File: config.mk
export PLATFORM = sky130hd
export DESIGN_NAME = trg_core
export DESIGN_NICKNAME = d
export VERILOG_FILES = /design/src/rtl/trg_pkg.sv /design/src/rtl/trg_core.sv
export SDC_FILE = /design/constraint.sdc
export NUM_CORES = 1
export LEC_CHECK = 0
export ABC_AREA = 1
export BUFFER_PORTS_ARGS = -buffer_cell sky130_fd_sc_hd__clkbuf_2
export CAP_MARGIN = 20
export CORE_ASPECT_RATIO = 0.75
export CORE_MARGIN = 3
export CORE_UTILIZATION = 30
export CTS_CLUSTER_DIAMETER = 120
export DETAILED_ROUTE_END_ITERATION = 16
export GPL_TIMING_DRIVEN = 0
export PLACE_DENSITY = 0.6
export SYNTH_ARGS = -nofsm -noshare
export SYNTH_HDL_FRONTEND = slang
export SYNTH_SLANG_ARGS = --single-unit
export TNS_END_PERCENT = 100
File: constraint.sdc
create_clock -name aclk -period 1.79 [get_ports aclk]
set_input_delay 0 -clock aclk [delete_from_list [all_inputs] [get_ports aclk]]
set_output_delay 0 -clock aclk [all_outputs]
set_load 0.01 [all_outputs]
File: src/rtl/trg_pkg.sv
// package for the timer run gating block: register map, field layout, timing
// assumes a single 100 MHz clock shared by bus and counter logic
package trg_pkg;
    // ------------------------------------------------------------
    // register map
    // ------------------------------------------------------------
    localparam logic [3:0] ADDR_CONFIG = 4'h0;
    localparam logic [3:0] ADDR_CONTROL = 4'h4;
    localparam logic [3:0] ADDR_MODULO = 4'h8;
    localparam logic [3:0] ADDR_STATUS = 4'hC;
    localparam int CTL_EN_BIT = 0;
    localparam logic [1:0] RESP_OKAY = 2'h0;
    localparam logic [1:0] RESP_SLVERR = 2'h2;
    // ------------------------------------------------------------
    // configuration fields
    // ------------------------------------------------------------
    localparam int CFG_SOO_BIT = 17;
    localparam int CFG_SOT_BIT = 16;
    localparam int CFG_GTB_BIT = 9;
    localparam int CFG_DBG_LO = 6;
    localparam int CFG_DOZE_BIT = 5;
    localparam logic [31:0] CFG_RESET = 32'h0000_0000;
    localparam logic [1:0] DBG_PAUSE = 2'h0;
    localparam logic [1:0] DBG_RUN = 2'h3;
    // status bit positions
    localparam int ST_OVF_BIT = 0;
    localparam int ST_RUN_BIT = 1;
    localparam int ST_STOP_BIT = 2;
    localparam int ST_PAUSE_BIT = 3;
    localparam int ST_CNT_LO = 16;
    // ------------------------------------------------------------
    // timing
    // ------------------------------------------------------------
    localparam int CLK_PERIOD_NS = 10;
    localparam int TRIG_DELAY_CLKS = 3;
    typedef enum logic [1:0] {
        RS_IDLE = 2'b00,
        RS_ARMED = 2'b01,
        RS_COUNT = 2'b10,
        RS_STOPPED = 2'b11
    } trg_run_t;
endpackage

File: src/rtl/trg_core.sv
// timer run gating: start-on-trigger, stop-on-overflow, global timebase select,
// debug/doze pause, with an AXI4-Lite register face
// assumes trigger, debug, doze inputs asynchronous; global timebase on aclk
//
// Our own choices: the placing of the registers and the AXI4-Lite interface to the registers.
module trg_core
    import trg_pkg::*;
#(
    parameter int CNT_W = 16
) (
    // clock and reset
    input wire logic aclk,
    input wire logic aresetn,
    input wire logic clk_en,
    // axi4-lite write
    input wire logic [3:0] s_axi_awaddr,
    input wire logic s_axi_awvalid,
    output logic s_axi_awready,
    input wire logic [31:0] s_axi_wdata,
    input wire logic [3:0] s_axi_wstrb,
    input wire logic s_axi_wvalid,
    output logic s_axi_wready,
    output logic [1:0] s_axi_bresp,
    output logic s_axi_bvalid,
    input wire logic s_axi_bready,
    // axi4-lite read
    input wire logic [3:0] s_axi_araddr,
    input wire logic s_axi_arvalid,
    output logic s_axi_arready,
    output logic [31:0] s_axi_rdata,
    output logic [1:0] s_axi_rresp,
    output logic s_axi_rvalid,
    input wire logic s_axi_rready,
    // hardware trigger and chip modes
    input wire logic trigger_in,
    input wire logic debug_mode,
    input wire logic doze_mode,
    input wire logic capture_evt,
    // global timebase from peer
    input wire logic [CNT_W-1:0] gtb_count,
    // channel timebase and status
    output logic [CNT_W-1:0] chan_timebase,
    output logic capture_accept,
    output logic [CNT_W-1:0] local_count,
    output logic overflow_flag
);
    // elaboration check: the status word holds at most sixteen counter bits
    if (CNT_W < 2 || CNT_W > 16) begin : g_width_check
        $error("CNT_W must be 2..16");
    end

    typedef struct packed {
        logic [1:0] trig_sync;
        logic [1:0] dbg_sync;
        logic [1:0] doze_sync;
        logic [1:0] cap_sync;
        logic trig_prev;
        logic cap_prev;
        trg_run_t run;
        logic [CNT_W-1:0] cnt;
        logic [CNT_W-1:0] modulo;
        logic ovf;
        logic enable;
        logic soo;
        logic sot;
        logic gtb;
        logic [1:0] dbg;
        logic doze;
        logic awready;
        logic wready;
        logic aw_got;
        logic w_got;
        logic [3:0] aw_addr;
        logic [31:0] wdata;
        logic [3:0] wstrb;
        logic bvalid;
        logic [1:0] bresp;
        logic arready;
        logic rvalid;
        logic [31:0] rdata;
        logic [1:0] rresp;
        logic [CNT_W-1:0] tb;
        logic cap_acc;
    } trg_state_t;

    trg_state_t st_reg;
    trg_state_t st_next;

    // byte-lane merge, used for the config, control and modulo writes; the status write-one-clear tests wstrb[0] itself
    function automatic logic [31:0] merge(input logic [31:0] old, input logic [31:0] nw, input logic [3:0] be);
        logic [31:0] r;
        r = old;
        for (int i = 0; i < 4; i++) begin
            if (be[i]) begin
                r[8*i +: 8] = nw[8*i +: 8];
            end
        end
        return r;
    endfunction

    function automatic logic [31:0] cfg_word(input trg_state_t s);
        logic [31:0] w;
        w = CFG_RESET;
        w[CFG_SOO_BIT] = s.soo;
        w[CFG_SOT_BIT] = s.sot;
        w[CFG_GTB_BIT] = s.gtb;
        w[CFG_DBG_LO +: 2] = s.dbg;
        w[CFG_DOZE_BIT] = s.doze;
        return w;
    endfunction

    logic paused;
    logic ovf_hit;
    logic trig_edge;
    logic wr_fire;
    logic [31:0] cfg_m;
    logic [31:0] ctl_m;
    logic [31:0] mod_m;
    logic [31:0] rd_word;

    assign paused = (st_reg.dbg_sync[1] && st_reg.dbg != DBG_RUN)
        || (st_reg.doze_sync[1] && st_reg.doze);
    assign trig_edge = st_reg.trig_sync[1] && !st_reg.trig_prev && !paused;
    // counter wraps this cycle; a software clear of the flag must lose against it
    assign ovf_hit = st_reg.enable && st_reg.run == RS_COUNT && !paused && st_reg.cnt == st_reg.modulo;
    assign wr_fire = st_reg.aw_got && st_reg.w_got && !st_reg.bvalid;
    assign cfg_m = merge(cfg_word(st_reg), st_reg.wdata, st_reg.wstrb);
    assign ctl_m = merge(32'(st_reg.enable) << CTL_EN_BIT, st_reg.wdata, st_reg.wstrb);
    assign mod_m = merge({{(32-CNT_W){1'b0}}, st_reg.modulo}, st_reg.wdata, st_reg.wstrb);

    always_comb begin
        rd_word = 32'h0000_0000;
        unique case (s_axi_araddr)
            ADDR_CONFIG: rd_word = cfg_word(st_reg);
            ADDR_CONTROL: rd_word[CTL_EN_BIT] = st_reg.enable;
            ADDR_MODULO: rd_word[CNT_W-1:0] = st_reg.modulo;
            ADDR_STATUS: begin
                rd_word[ST_OVF_BIT] = st_reg.ovf;
                rd_word[ST_RUN_BIT] = (st_reg.run == RS_COUNT);
                rd_word[ST_STOP_BIT] = (st_reg.run == RS_STOPPED);
                rd_word[ST_PAUSE_BIT] = paused;
                rd_word[ST_CNT_LO +: CNT_W] = st_reg.cnt;
            end
            default: rd_word = 32'h0000_0000;
        endcase
    end

    always_comb begin
        st_next = st_reg;
        // ------------------------------------------------------------
        // synchronisers
        // ------------------------------------------------------------
        st_next.trig_sync = {st_reg.trig_sync[0], trigger_in};
        st_next.trig_prev = st_reg.trig_sync[1];
        st_next.dbg_sync = {st_reg.dbg_sync[0], debug_mode};
        st_next.doze_sync = {st_reg.doze_sync[0], doze_mode};
        st_next.cap_sync = {st_reg.cap_sync[0], capture_evt};
        st_next.cap_prev = st_reg.cap_sync[1];
        st_next.cap_acc = st_reg.cap_sync[1] && !st_reg.cap_prev && !paused;
        // ------------------------------------------------------------
        // run control and counter
        // ------------------------------------------------------------
        if (!st_reg.enable) begin
            st_next.run = RS_IDLE;
        end else begin
            unique case (st_reg.run)
                RS_IDLE: st_next.run = st_reg.sot ? RS_ARMED : RS_COUNT;
                RS_ARMED: if (trig_edge) st_next.run = RS_COUNT;
                RS_STOPPED: if (st_reg.sot && trig_edge) st_next.run = RS_COUNT;
                RS_COUNT: begin
                    if (!paused) begin
                        if (st_reg.cnt == st_reg.modulo) begin
                            st_next.cnt = '0;
                            st_next.ovf = 1'b1;
                            if (st_reg.soo) st_next.run = RS_STOPPED;
                        end else begin
                            st_next.cnt = st_reg.cnt + 1'b1;
                        end
                    end
                end
            endcase
        end
        st_next.tb = st_reg.gtb ? gtb_count : st_next.cnt;
        // ------------------------------------------------------------
        // axi4-lite write
        // ------------------------------------------------------------
        if (s_axi_awvalid && st_reg.awready) begin
            st_next.aw_got = 1'b1;
            st_next.aw_addr = s_axi_awaddr;
            st_next.awready = 1'b0;
        end
        if (s_axi_wvalid && st_reg.wready) begin
            st_next.w_got = 1'b1;
            st_next.wdata = s_axi_wdata;
            st_next.wstrb = s_axi_wstrb;
            st_next.wready = 1'b0;
        end
        if (wr_fire) begin
            st_next.aw_got = 1'b0;
            st_next.w_got = 1'b0;
            st_next.bvalid = 1'b1;
            st_next.bresp = RESP_OKAY;
            unique case (st_reg.aw_addr)
                ADDR_CONFIG: begin
                    st_next.soo = cfg_m[CFG_SOO_BIT];
                    st_next.sot = cfg_m[CFG_SOT_BIT];
                    st_next.gtb = cfg_m[CFG_GTB_BIT];
                    st_next.dbg = cfg_m[CFG_DBG_LO +: 2];
                    st_next.doze = cfg_m[CFG_DOZE_BIT];
                end
                ADDR_CONTROL: st_next.enable = ctl_m[CTL_EN_BIT];
                ADDR_MODULO: st_next.modulo = mod_m[CNT_W-1:0];
                ADDR_STATUS: begin
                    // write one clears, a same-cycle overflow wins
                    if (st_reg.wstrb[0] && st_reg.wdata[ST_OVF_BIT] && !ovf_hit) begin
                        st_next.ovf = 1'b0;
                    end
                end
                default: st_next.bresp = RESP_SLVERR;
            endcase
        end
        if (st_reg.bvalid && s_axi_bready) begin
            st_next.bvalid = 1'b0;
            st_next.awready = 1'b1;
            st_next.wready = 1'b1;
        end
        // ------------------------------------------------------------
        // axi4-lite read
        // ------------------------------------------------------------
        if (s_axi_arvalid && st_reg.arready) begin
            st_next.arready = 1'b0;
            st_next.rvalid = 1'b1;
            st_next.rdata = rd_word;
            st_next.rresp = (s_axi_araddr > ADDR_STATUS || s_axi_araddr[1:0] != 2'h0) ? RESP_SLVERR : RESP_OKAY;
        end
        if (st_reg.rvalid && s_axi_rready) begin
            st_next.rvalid = 1'b0;
            st_next.arready = 1'b1;
        end
    end

    always_ff @(posedge aclk) begin
        if (!aresetn) begin
            st_reg <= '0;
            st_reg.awready <= 1'b1;
            st_reg.wready <= 1'b1;
            st_reg.arready <= 1'b1;
            st_reg.modulo <= '1;
        end else if (clk_en) begin
            st_reg <= st_next;
        end
    end

    assign s_axi_awready = st_reg.awready;
    assign s_axi_wready = st_reg.wready;
    assign s_axi_bvalid = st_reg.bvalid;
    assign s_axi_bresp = st_reg.bresp;
    assign s_axi_arready = st_reg.arready;
    assign s_axi_rvalid = st_reg.rvalid;
    assign s_axi_rdata = st_reg.rdata;
    assign s_axi_rresp = st_reg.rresp;
    assign chan_timebase = st_reg.tb;
    assign capture_accept = st_reg.cap_acc;
    assign local_count = st_reg.cnt;
    assign overflow_flag = st_reg.ovf;
endmodule

# == Word level (Yosys, flattened, before mapping) ==
# Index checks and enable logic that the tools add are counted.
# word_totals
regBits,137
input_bits,72
out_inout_bits,75
# classes
n_reduce_logical,54
eq_ne,16
order_cmp,1
n_addsub,1
mux,41
# ops
operator,n
2-to-1 mux 16 bit,4
2-to-1 mux 36 bit,1
case mux 16 bit (2 select lines),1
2-to-1 mux 2 bit,13
case mux 12 bit (2 select lines),1
AND reduction 4 bit,6
AND reduction 2 bit,10
logical AND 1 bit,19
2-to-1 mux 18 bit,1
"adder 16 x 1 -> 16 bit, second input constant",1
equality test 16 bit,1
"equality test 4 bit, second input constant",4
2-to-1 mux 8 bit,2
nonzero test 2 bit,7
2-to-1 mux 1 bit,13
"!= test 3 bit, second input constant",4
"equality test 4 x 3 -> 1 bit, second input constant",2
zero test 4 bit,2
case mux 2 bit (4 select lines),1
2-to-1 mux 6 bit,1
case mux 3 bit (2 select lines),1
AND reduction 6 bit,1
zero test 1 bit,5
"equality test 2 bit, second input constant",2
other kinds (9),10

# == Longest topological paths before layout ==
# logic_depth
ltp_word,11
ltp_mapped,13
ltp_nobuf,13

# == Worst setup path after synthesis ==
# Ideal clock, no wire load.
# synth_path
path_type,register to register
start,register st_reg (netlist bit local_count[1])
end,register st_reg (netlist bit local_count[10])
setup_time_ns,0.116
required_ns,1.674
setup_slack_ns,0.268
stages_incl_launch_ff,13
path_buffers,0
arrival_ns,1.406
path_cell_list,dfxtp_1 ha_1 nand3_1 nor2_1 nand2_1 nor2_1 nand2_1 nand2_1 inv_1 nand3_1 nand3_1 o211ai_1 inv_1
# synth_between
elab_chain_cells,5
word_cells_on_any_way,6
classes_between,1 x add/sub; 1 x eq/ne; 4 x mux
# synth_lines
item,line,text
from (decl),trg_core.sv:86,trg_state_t st_reg;
from (signal assigned),trg_core.sv:250,st_reg <= st_next;
adder 16 x 1 -> 16 bit or equality test 16 bit (tied branches),"trg_core.sv:177, trg_core.sv:172",
2-to-1 mux 16 bit (*),trg_core.sv:172,if (st_reg.cnt == st_reg.modulo) begin
2-to-1 mux 18 bit (*),trg_core.sv:171,if (!paused) begin
2-to-1 mux 16 bit (*),trg_core.sv:166,unique case (st_reg.run)
2-to-1 mux 16 bit (*),trg_core.sv:163,if (!st_reg.enable) begin
# Mark *: on every way between the ends. The rest lies on a longest branch, timed or not. The select of a mux whose other input is x is not followed.
# A chain may end at the register's enable or synchronous reset.

# == Worst setup path in the final report ==
# layout_path
start,register st_reg (netlist bit local_count[7])
end,register st_reg (netlist bit overflow_flag)
# layout_between
elab_chain_cells,8
word_cells_on_any_way,11
classes_between,1 x eq/ne; 7 x mux; 3 x reduce/logical
# layout_lines
item,line,text
equality test 16 bit (*),"trg_core.sv:125, trg_core.sv:172",
2-to-1 mux 1 bit,trg_core.sv:172,
2-to-1 mux 1 bit,trg_core.sv:171,
2-to-1 mux 1 bit,trg_core.sv:166,
2-to-1 mux 1 bit,trg_core.sv:163,
2-to-1 mux 1 bit,trg_core.sv:215,if (st_reg.wstrb[0] && st_reg.wdata[ST_OVF_BIT] && !ovf_hit) begin
2-to-1 mux 1 bit,trg_core.sv:203,unique case (st_reg.aw_addr)
2-to-1 mux 8 bit (*),trg_core.sv:198,if (wr_fire) begin
# Mark *: on every way between the ends. The rest lies on a longest branch, timed or not.

==> impl_results.md <==
- Max Buffers Root-to-Sink: 2
- Seq/Total Area, Yosys: about two fifths
- Post-place setup slack: -219 ps
- Slew Limit Headroom: a little over half
- Slew @ Worst Pin: around 680 ps
- Worst Reg-to-Reg Cells: 12
- Final WS setup: between 6 and 7 ps
- Core box area: approximately 21,000 um2
- CTS tree: yes
- Routed met1 length: around 11,000 um
- Max IR drop VDD: 468 uV
- Clock latency at the later pin of the worst-skew pair: about 430 ps
- Synth Flop Type: dfxtp_1
- Bufs and invs on worst path: 4
- Critical Path RT: 2150 ps
- F_max: about 560 MHz
- DR WL/cell: 15.5 um
- Largest net degree at the start of global routing: 17
- LEAKAGE: about 4.4 nW
- DIE AREA: 23,900 um2
- GRT overflow: 0
- I/O pins: approximately 150
- DRC viols: 0
- Clock slew seen by the registers of the worst setup and hold paths: 60 ps
- Crit path max-delay family: simple AND/OR/NAND/NOR gates
- Port Buffer Count: approximately 130
- Metal2 WL: roughly 9500 um
- Initial DRT Pass Iterations: 5
- Max Used Layer: met4
- Status: finished clean
- Clk sink count: ~140
- Vias: between 6k and 7k
- Critical Path Max Stage Delay: ~330 ps
- Met3 routed WL: 1810 um
- Synth unique cells: 32
- YS warnings: 0
- Final period util: 99.7%
- Critical Path Sink Type: flop
- Min cycle time layout: around 1800 ps
- Final ANT Viol Nets: 0
- Average size of a mapped cell: ~6.9 um2
- WP data arrival: about 2100 ps
- Vias per cell: ~4.7
- Syn Std Cell Area: roughly 6600 um2
- Critical Path Fanout Max: 8
- Share of the synthesized area in the top cell type: around two fifths
- DP HPWL: 16,700 um
- Register bit total from synthesis: ~140
- Mapped Cells: ~960
- CP startpoint kind: flop
- WS Path Type: flop to flop
- Synth area leaders: dfxtp_1 (41%), nand2_1 (13%), buf_4 (8.2%), a21oi_1 (7.0%), o21ai_0 (5.3%)
- First DRT Iteration DRCs: approximately 600
- Post-synth top area cell: dfxtp_1
- Clk root buf: clkbuf_16
- PD cells: 827 nW/um2
- Final #Nets: 1,269
- Hold Slack: ~38 ps
- TritonCTS buffer count: 17
- Layout area overhead: 41.3%
- Initial antenna violation count: 0
- H-tree depth: 4
- Row count: 46
- Worst path depth: 12
- Final setup violation count: 0
- HP Class: primary input to flop
- Max Clock Skew: roughly 9.5 ps
- Max-cap violations: 0
- Max reg flops: between 50 and 60
- RSZ-0062 raised after global routing: true
- Critical path cell sequence: buf_6, inv_1, nand2_1, nand2_1, nor2_1, nand2_2, nor2_4, nand4_4, clkbuf_16, buf_6, o21a_1, nor2_1
- Ant. Diodes: 0
- First-pass GRT wire length: between 30,000 and 40,000 um
- All-Layer GR Usage: between 10% and 20%
- Synth async-reset ratio: 0%
- Pins Over Slew Limit: 0
- RePlAce Congestion: slightly above 0.9
- Final WL: ~23,000 um
- Die width: about 180 um
- Share of cells above drive strength 1: around 30%
- Final Hold Fails: 0
- Slowest CP cell: dfxtp_2
- Hold Path Depth: 5
- Number of synthesized flops with an enable pin: 0
- Vias in the first global route: roughly 6.3k
- Initial Utilization: 30.9%
- Die Y: 135 um
[power breakdown]
part,switching [W],internal (W)
Combinational,0.000581,0.000517
Sequential,0.000119,0.00315
Clock,0.00133,0.00204
Total,0.00203,0.00571
[cells in the mapped netlist, types with 5 or more instances]
master and instances:
nand2_1 235, dfxtp_1 135, a21oi_1 93, nor2_1 91
inv_1 85, buf_4 72, o21ai_0 70, nand3_1 45
clkbuf_1 32, o211ai_1 29, nor3_1 10, buf_2 8
xor2_1 8, nand4_1 7, buf_1 5
[per-layer routing]
layer  vias up  GRT usage (%)
li1       3499              -
met1      3170           28.4
met2       258           26.7
met3        36           4.53
met4         0           4.80
met5         -              0
[cells by family after synthesis]
kind of cell,after synthesis,synth area share (%)
XOR/XNOR,8,1.06
AO/OA/AOI/OAI,202,16.9
flip-flops,135,40.8
other,1,0.0566
AND/OR/NAND/NOR,397,24.5
buffers and inverters,211,16.4
adder cells (fa/ha/maj),1,0.189
[cell usage in the layout, fill, tap and decap left out, types with 10 or more instances in the layout]
| cell type | Yosys | layout |
|---|---|---|
| nand2_1 | 235 | 212 |
| clkbuf_2 | 0 | 132 |
| dfxtp_1 | 135 | 117 |
| buf_4 | 72 | 102 |
| a21oi_1 | 93 | 91 |
| nor2_1 | 91 | 81 |
| inv_1 | 85 | 80 |
| o21ai_0 | 70 | 68 |
| dlygate4sd3_1 | 0 | 56 |
| nand3_1 | 45 | 39 |
| clkbuf_1 | 32 | 31 |
| o211ai_1 | 29 | 29 |
| clkbuf_16 | 0 | 18 |
| nand2_2 | 1 | 14 |
| nor2_2 | 4 | 10 |
| buf_6 | 2 | 10 |
| nand2_4 | 0 | 10 |
| nor3_1 | 10 | 10 |
[final cells by class]
class                   instances  area, um2
clock buffers                  24        492
multi-input cells             610       3050
fillers                      2210      12100
inverters                      92        352
plain buffers                 118        776
repair buffers                222       1510
clock inverters                 7       70.1
flip-flops and latches        135       2750
well taps                     288        360
[worst register-to-register path, cell delays in order (launching register included)]
cell	delay (ps)
dfxtp_2	330
buf_6	130
inv_1	70
nand2_1	50
nand2_1	50
nor2_1	130
nand2_2	80
nor2_4	160
nand4_4	170
clkbuf_16	220
buf_6	120
o21a_1	150
nor2_1	70
[final timing paths]
path                     to            start  slack [ps]
max           overflow_flag   local_count[7]           6
min          s_axi_rdata[0]  s_axi_araddr[2]          40
max reg2reg   overflow_flag   local_count[7]           6
min reg2reg      st_reg[97]       st_reg[97]         450
[timing repair]
| item | in CTS | in global routing |
|---|---|---|
| endpoints found under the hold margin | 53 | 0 |
| buffers inserted | 3 | 33 |
| gates cloned | 0 | 1 |
| setup endpoints to repair | 33 | 61 |
| pin swaps | 1 | 21 |
| gates resized for setup | 24 | 88 |
| hold buffers | 56 | 0 |
[through the flow]
step / TNS [ps] / utilization (%) / area (um2) / std cells / power, W
finish: 0 / 43.7 / 9360 / 1496 / 0.00774
global route: -1200 / 43.7 / 9360 / 1496 / 0.00802
CTS: 0 / 41.2 / 8830 / 1463 / 0.00764
detailed placement: -3770 / 35.6 / 7630 / 1373 / 0.00421
global placement: -4360 / 35.6 / 7630 / 1373 / 0.00420
floorplan: 0 / - / 6630 / 956 / 0.00385
No activity file was read; power rests on OpenSTA's default activity.
